**config.mk**
```make
export PLATFORM = sky130hd
export DESIGN_NAME = tmc_timer_mode_config
export DESIGN_NICKNAME = d
export VERILOG_FILES = /design/src/rtl/tmc_pkg.sv /design/src/rtl/tmc_timer_mode_config.sv
export SDC_FILE = /design/constraint.sdc
export NUM_CORES = 1
export LEC_CHECK = 0
export ABC_AREA = 1
export BUFFER_PORTS_ARGS = -buffer_cell sky130_fd_sc_hd__buf_2
export CORE_MARGIN = 10
export CORE_UTILIZATION = 45
export DETAILED_ROUTE_END_ITERATION = 10
export SYNTH_ARGS = -nofsm -noshare
export SYNTH_HDL_FRONTEND = slang
export SYNTH_SLANG_ARGS = --single-unit
```
**constraint.sdc**
```tcl
create_clock -name core_clk -period 2.35 [get_ports core_clk]
set_clock_uncertainty 0.05 [all_clocks]
set_input_delay 0 -clock core_clk [delete_from_list [all_inputs] [get_ports core_clk]]
set_output_delay 0 -clock core_clk [all_outputs]
set_load 0.01 [all_outputs]
```
**src/rtl/tmc_pkg.sv**
```systemverilog
package tmc_pkg;
    localparam int REG_AW = 8;
    localparam int REG_DW = 32;
    // Register byte offsets.
    localparam logic [7:0] OFF_CFG = 8'h00;
    localparam logic [7:0] OFF_AMODE = 8'h04;
    localparam logic [7:0] OFF_BMODE = 8'h08;
    localparam logic [7:0] OFF_CTL = 8'h0C;
    localparam logic [7:0] OFF_ACOUNT = 8'h48;
    localparam logic [7:0] OFF_BCOUNT = 8'h4C;
    // Field widths and positions.
    localparam int CFG_W = 3;
    localparam int MODE_W = 4;
    localparam int MODE_ALT_BIT = 3;
    localparam int MODE_CAPT_BIT = 2;
    localparam int MODE_SEL_HI = 1;
    localparam int CTL_A_RUN_BIT = 0;
    localparam int CTL_A_FRZ_BIT = 1;
    localparam int CTL_B_RUN_BIT = 8;
    localparam int CTL_B_FRZ_BIT = 9;
    // Reset values.
    localparam logic [2:0] CFG_RESET = 3'h0;
    localparam logic [3:0] MODE_RESET = 4'h0;
    localparam logic [31:0] COUNT_RESET = 32'hFFFFFFFF;
    // Global configuration codes.
    localparam logic [2:0] CFG_WIDE32 = 3'h0;
    localparam logic [2:0] CFG_ONESHOT16 = 3'h4;
    localparam logic [2:0] CFG_PERIODIC16 = 3'h5;
    localparam logic [2:0] CFG_CAPTURE16 = 3'h6;
    localparam logic [2:0] CFG_PWM16 = 3'h7;
    typedef enum logic [1:0] {
        TMC_MODE_PWMUD = 2'h0,
        TMC_MODE_ONESHOT = 2'h1,
        TMC_MODE_PERIODIC = 2'h2,
        TMC_MODE_CAPTURE = 2'h3
    } tmc_submode_t;
    typedef enum logic [2:0] {
        TMC_OP_WIDE32,
        TMC_OP_ONESHOT16,
        TMC_OP_PERIODIC16,
        TMC_OP_CAPTURE16,
        TMC_OP_PWM16,
        TMC_OP_RESERVED
    } tmc_op_t;
endpackage

```
**src/rtl/tmc_timer_mode_config.sv**
```systemverilog
// Local design decisions: the strobed register port and the address map.
`timescale 1ns/1ps
module tmc_timer_mode_config #(
    parameter int COUNT_W = 32
) (
    input wire logic core_clk,
    input wire logic sys_rst,
    input wire logic clkEn,
    input wire logic [tmc_pkg::REG_AW-1:0] regAddr,
    input wire logic [tmc_pkg::REG_DW-1:0] regWdata,
    input wire logic regWrite,
    input wire logic regRead,
    output logic [tmc_pkg::REG_DW-1:0] regRdata,
    output logic [2:0] opMode,
    output logic subAAltPwm,
    output logic subACaptTime,
    output logic [1:0] subAMode,
    output logic subBAltPwm,
    output logic subBCaptTime,
    output logic [1:0] subBMode,
    output logic subACounting,
    output logic subBCounting
);

    ////////////////////////////////////////////////////////////////////////////
    // Register storage.

    logic [tmc_pkg::CFG_W-1:0] cfg_q;
    logic [tmc_pkg::MODE_W-1:0] modeA_q;
    logic [tmc_pkg::MODE_W-1:0] modeB_q;
    logic runA_q, frzA_q, runB_q, frzB_q;
    logic [COUNT_W-1:0] countA_q;
    logic [COUNT_W-1:0] countB_q;
    logic [tmc_pkg::REG_DW-1:0] rdata_q;

    function automatic tmc_pkg::tmc_op_t decodeOp(input logic [2:0] code);
        case (code)
            tmc_pkg::CFG_WIDE32: decodeOp = tmc_pkg::TMC_OP_WIDE32;
            tmc_pkg::CFG_ONESHOT16: decodeOp = tmc_pkg::TMC_OP_ONESHOT16;
            tmc_pkg::CFG_PERIODIC16: decodeOp = tmc_pkg::TMC_OP_PERIODIC16;
            tmc_pkg::CFG_CAPTURE16: decodeOp = tmc_pkg::TMC_OP_CAPTURE16;
            tmc_pkg::CFG_PWM16: decodeOp = tmc_pkg::TMC_OP_PWM16;
            default: decodeOp = tmc_pkg::TMC_OP_RESERVED;
        endcase
    endfunction

    ////////////////////////////////////////////////////////////////////////////
    // Address decode.

    wire selCfg = regAddr == tmc_pkg::OFF_CFG;
    wire selModeA = regAddr == tmc_pkg::OFF_AMODE;
    wire selModeB = regAddr == tmc_pkg::OFF_BMODE;
    wire selCtl = regAddr == tmc_pkg::OFF_CTL;
    wire selCountA = regAddr == tmc_pkg::OFF_ACOUNT;
    wire selCountB = regAddr == tmc_pkg::OFF_BCOUNT;
    wire wrCfg = regWrite && selCfg;
    wire wrModeA = regWrite && selModeA;
    wire wrModeB = regWrite && selModeB;
    wire wrCtl = regWrite && selCtl;

    wire runANext = wrCtl ? regWdata[tmc_pkg::CTL_A_RUN_BIT] : runA_q;
    wire runBNext = wrCtl ? regWdata[tmc_pkg::CTL_B_RUN_BIT] : runB_q;
    wire tickA = runA_q && !frzA_q;
    wire tickB = runB_q && !frzB_q;

    logic [tmc_pkg::REG_DW-1:0] readMux;
    always_comb begin
        readMux = '0;
        if (selCfg) begin
            readMux[tmc_pkg::CFG_W-1:0] = cfg_q;
        end else if (selModeA) begin
            readMux[tmc_pkg::MODE_W-1:0] = modeA_q;
        end else if (selModeB) begin
            readMux[tmc_pkg::MODE_W-1:0] = modeB_q;
        end else if (selCtl) begin
            readMux[tmc_pkg::CTL_A_RUN_BIT] = runA_q;
            readMux[tmc_pkg::CTL_A_FRZ_BIT] = frzA_q;
            readMux[tmc_pkg::CTL_B_RUN_BIT] = runB_q;
            readMux[tmc_pkg::CTL_B_FRZ_BIT] = frzB_q;
        end else if (selCountA) begin
            readMux[COUNT_W-1:0] = countA_q;
        end else if (selCountB) begin
            readMux[COUNT_W-1:0] = countB_q;
        end
    end

    ////////////////////////////////////////////////////////////////////////////
    // Configuration registers. Writes are taken as given; the block does not
    // police the halt-before-write convention, it only keeps state coherent.

    always_ff @(posedge core_clk) begin
        if (sys_rst) begin
            cfg_q <= tmc_pkg::CFG_RESET;
            modeA_q <= tmc_pkg::MODE_RESET;
            modeB_q <= tmc_pkg::MODE_RESET;
            runA_q <= 1'b0;
            frzA_q <= 1'b0;
            runB_q <= 1'b0;
            frzB_q <= 1'b0;
            rdata_q <= '0;
        end else if (clkEn) begin
            if (wrCfg) begin
                cfg_q <= regWdata[tmc_pkg::CFG_W-1:0];
            end
            if (wrModeA) begin
                modeA_q <= regWdata[tmc_pkg::MODE_W-1:0];
            end
            if (wrModeB) begin
                modeB_q <= regWdata[tmc_pkg::MODE_W-1:0];
            end
            if (wrCtl) begin
                runA_q <= regWdata[tmc_pkg::CTL_A_RUN_BIT];
                frzA_q <= regWdata[tmc_pkg::CTL_A_FRZ_BIT];
                runB_q <= regWdata[tmc_pkg::CTL_B_RUN_BIT];
                frzB_q <= regWdata[tmc_pkg::CTL_B_FRZ_BIT];
            end
            rdata_q <= regRead ? readMux : '0;
        end
    end

    ////////////////////////////////////////////////////////////////////////////
    // Stand-in counters. They only show run, freeze and restart behaviour;
    // the real datapath with loads, matches and prescale lives elsewhere.

    always_ff @(posedge core_clk) begin
        if (sys_rst) begin
            countA_q <= COUNT_W'(tmc_pkg::COUNT_RESET);
            countB_q <= COUNT_W'(tmc_pkg::COUNT_RESET);
        end else if (clkEn) begin
            if (!runANext) begin
                countA_q <= COUNT_W'(tmc_pkg::COUNT_RESET);
            end else if (tickA) begin
                countA_q <= countA_q - COUNT_W'(1);
            end
            if (!runBNext) begin
                countB_q <= COUNT_W'(tmc_pkg::COUNT_RESET);
            end else if (tickB) begin
                countB_q <= countB_q - COUNT_W'(1);
            end
        end
    end

    ////////////////////////////////////////////////////////////////////////////
    // Decoded configuration outputs.

    tmc_pkg::tmc_op_t opDecoded;
    assign opDecoded = decodeOp(cfg_q);
    assign opMode = opDecoded;
    assign subAAltPwm = modeA_q[tmc_pkg::MODE_ALT_BIT];
    assign subACaptTime = modeA_q[tmc_pkg::MODE_CAPT_BIT];
    assign subAMode = modeA_q[tmc_pkg::MODE_SEL_HI:0];
    assign subBAltPwm = modeB_q[tmc_pkg::MODE_ALT_BIT];
    assign subBCaptTime = modeB_q[tmc_pkg::MODE_CAPT_BIT];
    assign subBMode = modeB_q[tmc_pkg::MODE_SEL_HI:0];
    assign subACounting = tickA;
    assign subBCounting = tickB;
    assign regRdata = rdata_q;

endmodule

```
Word level (Yosys, flattened, before mapping)
Index checks and enable logic that the tools add are counted.

word-level totals
  register bits after elaboration = 111
  input port bits = 45
  logic and storage cells = 59

operators by class
  add/subtract/negate cells = 2
  equality and inequality tests = 11
  multiplexer cells = 20
  reductions and logical operators = 16

operator list
  kind                     count
  $mux W32                 7
  $sub A32 B1 Y32 const B  2
  $mux W28                 2
  $mux W29                 1
  $mux W22                 1
  $eq A8 B4 Y1 const B     2
  $eq A8 B7 Y1 const B     2
  $pmux W3 S5              1
  $eq A3 B3 Y1 const B     4
  $reduce_and A2 Y1        6
  $eq A8 B3 Y1 const B     1
  $logic_not A8 Y1         1
  $mux W4                  2
  $logic_and A1 B1 Y1      6
  $mux W6                  1
  $mux W2                  2
  $ne A2 B2 Y1 const B     2
  $logic_not A3 Y1         1
  $mux W3                  1
  $logic_not A1 Y1         2
  $mux W1                  2

Depth between registers and ports, before layout
  depth in word-level cells = 8
  mapped depth = 11

Worst setup path before layout
OpenSTA, ideal clock, no wires.

  kind = reg2reg
  start point = register countA_q[0]
  end point = register countA_q[26]
  data arrival time = 1.480 ns
  required time = 2.166 ns
  slack = 0.686 ns
  cell stages (with the launch flop) = 10
  cells stage by stage = dfxtp_1 inv_1 ha_1 nand2_1 nor2_1 nand2_1 o21ai_0 nand3_1 nand2_1 nand3_1

on the way
  cells in the longest elaborated chain, start to end = 3

RTL lines
  what                    RTL line                      text
  start, declared         tmc_timer_mode_config.sv:32   logic [COUNT_W-1:0] countA_q;
  start signal, assigned  tmc_timer_mode_config.sv:127  countA_q <= COUNT_W'(tmc_pkg::COUNT_RESET);
  start signal, assigned  tmc_timer_mode_config.sv:131  countA_q <= COUNT_W'(tmc_pkg::COUNT_RESET);
  start signal, assigned  tmc_timer_mode_config.sv:133  countA_q <= countA_q - COUNT_W'(1);
  $sub A32 B1 Y32         tmc_timer_mode_config.sv:133
  $mux W32                tmc_timer_mode_config.sv:132  end else if (tickA) begin
  $mux W32                tmc_timer_mode_config.sv:130  if (!runANext) begin

Every way passes these cells. The select of a mux whose other input is x is not followed.
A chain may end at the register's enable or synchronous reset.

Worst setup path after layout
  start point = register countA_q[0]
  end point = register countA_q[14]

Same word-level chain as after synthesis.

==> run metrics <==
status=finished clean; DR DRC count=0; Initial Utilization=45.7%; final WL=around 21 mm; ys async rst share=0%; Critical-path top delay cell=nor2_1; compound-gate portion of the synthesized area=10.2%; CP peak stage delay=0.40 ns; Synth Area in Adders=0.380%; Clock Pin Slew Worst Setup and Hold Paths=about 0.08 ns; IR drop worst, VDD=between 400 and 500 uV; largest family of logic cells by synthesized area=simple AND/OR/NAND/NOR gates; cell family with most CP delay=simple AND/OR/NAND/NOR gates; yosys warns=0; hpwl dp=~16 mm; CORE AREA=between 0.01 and 0.015 mm^2; Post-synth top cells=nand2_1, nand3_1, nor2_1, dfxtp_1, inv_1; Synth Register Bits=approximately 110; Starting DRT DRC Count=~630; Peak Freq=475 MHz; IO Pins=90; Synth area leader=dfxtp_1; startpoint types=register; static leakage=3.42 nW; Bufs and invs on worst path=1; total grt overflow=0; Crit Path Category=reg2reg; Bufs on Longest Clock Path=2; vias in the first global route=~6600; period utilization=between 80 and 90%; WP data required=approximately 2.6 ns; crit path DAT=2.30 ns; Die Y=between 100 and 150 um; htree depth=3; Least-Margin Pin Slew=between 1 and 1.5 ns; via count=between 7000 and 8000; TNS Setup=0 ns; Critical R2R Launch=countA_q[0]; Setup Viol. Count Final=0; Rel. slew slack=between 20% and 30%; share of layout cells above drive strength 1=between 10% and 20%; XOR/XNOR Fraction of Synth Area=3.99%; Max Cap Violations=0; endpoint class of the critical path=register; crit-path cells=inv_1 -> ha_1 -> nand2_1 -> nor2_1 -> nand2_1 -> xor2_1 -> o21ai_0 -> nand3_1; largest net degree at the start of global routing=41; most frequent CP cell=nand2_1; row cnt=44; PortBufs=between 60 and 70; crit path time final=around 2.1 ns; syn nets=1104; cell count after synthesis=1057; Tot GR Track Use=between 20% and 30%; CTS sink count=~110; cell with the most instances after synthesis=nand2_1; ANT nets after route=0; mux contribution to synthesized area=0%; wire length of the first global-routing pass=approximately 35 mm; top post-synthesis cells by area=dfxtp_1, nand3_1, nand2_1; Root Buffer=clkbuf_16; TritonCTS clock tree=done; routed vias/inst=approximately 5.4; CP startpoint=countA_q[0]; Unique masters post-synth=30; total power=4.11 mW; number of flops mapped to enable cells by yosys=0; Final #Nets=about 1200; Yosys top cell area share=about a third; Skew-Pair Late Insertion Delay=roughly 0.36 ns; Netlist Area Pre-Place=around 0.0066 mm^2; Final GP Congestion=about 0.94; syn_area_per_cell=about 6.2 um^2; Layout area overhead=12.3%; initial antenna violation count=0; hold wc startpoint=regAddr[4]; worst hold path type=in2reg; Final Hold Fails=0; ys flop type=dfxtp_1; simple-gate share of the synthesized area=a little over two fifths; DIE WIDTH=between 100 and 150 um; Max Transition Viols Final=0; crit-path max FO=5; sequential share of the synthesized area=between 30 and 40%; pwr dens=555 mW/mm^2; Filler cells=1552; CTS Buf Count=9; antenna fix cells=0; DIE AREA=between 0.015 and 0.02 mm^2; Routed WL per cell=~16 um; RSZ-0062 raised after global routing=false; Pre-antenna DRT Iters=5
==> cell families after synthesis <==
group           count (synthesis)
buf+inv                       147
simple gates                  642
xor+xnor                       30
fa+ha+maj                       2
compound gates                125
flops                         111
==> sequential cells by signal, indices dropped and copies added (netlist names), 3 cells and up <==
signal / flops
cfg_q: 3
countA_q: 32
modeA_q: 4
modeB_q: 4
countB_q: 32
regRdata: 32
==> final cells by class <==
class | instances | area, um^2 | share of cell area, %
Clock buffer | 9 | 225 | 3.04
Clock inverter | 6 | 43.8 | 0.592
Inverter | 102 | 383 | 5.17
Multi-Input combinational cell | 799 | 3770 | 50.9
Sequential cell | 111 | 2220 | 30.0
Tap cell | 184 | 230 | 3.11
Timing Repair Buffer | 88 | 528 | 7.13
==> stage by stage <==
step / util (%) / hold WS, ns / cells / setup WS [ns] / instance area [um^2]
after floorplan: - / 0.109 / 1057 / 0.686 / 6590
after global placement: 49.1 / 0.204 / 1279 / 0.290 / 7080
final: 51.3 / 0.0818 / 1299 / 0.245 / 7400
after detailed placement: 49.1 / 0.214 / 1279 / 0.277 / 7080
after global routing: 51.3 / 0.0993 / 1299 / 0.135 / 7400
after CTS: 51.3 / 0.0741 / 1299 / 0.263 / 7400
==> metal layers <==
metal	vias up	global-route usage (%)	wire (um)
li1	3585	-	-
met1	3260	28.2	9840
met2	156	35.0	10200
met3	23	3.83	990
met4	0	4.51	301
met5	-	0	0
==> worst min-delay path: cells and delay by family <==
| kind | cells | cell delay, ns |
|---|---|---|
| AO/OA/AOI/OAI | 1 | 0.04 |
| buffers and inverters | 1 | 0.08 |
| AND/OR/NAND/NOR | 4 | 0.32 |
==> power breakdown <==
| group | switching (mW) | internal (mW) | total [mW] |
|---|---|---|---|
| registers | 0.113 | 1.97 | 2.08 |
| logic | 0.370 | 0.184 | 0.554 |
| clock network | 0.751 | 0.723 | 1.47 |
==> cell usage in the layout (no fill, tap or decap), drive strengths merged <==
cell,count
nand2,251
nand3,201
nor2,161
dfxtp,111
inv,105
buf,83
o21ai,50
a21oi,44
xor2,27
nand4,23
o22ai,23
clkbuf,9
a211oi,8
dlygate4sd3,5
xnor2,3
and2,3
ha,2
clkinv,2
nor3,1
nor4,1
or2,1
clkinvlp,1
==> final timing paths <==
| kind | slack [ns] | cells past startpoint | end |
|---|---|---|---|
| min reg2reg | 0.41 | 2 | regRdata[13] |
| max reg2reg | 0.25 | 8 | countA_q[14] |
| max | 0.25 | 8 | countA_q[14] |
| min | 0.08 | 6 | modeB_q[1] |
==> timing repair <==
action / CTS / global route
buffers inserted: 0 / 0
endpoints found under the hold margin: 13 / 0
hold buffers: 5 / 0
gates resized for setup: 0 / 0
No activity file was read; power rests on OpenSTA's default activity.
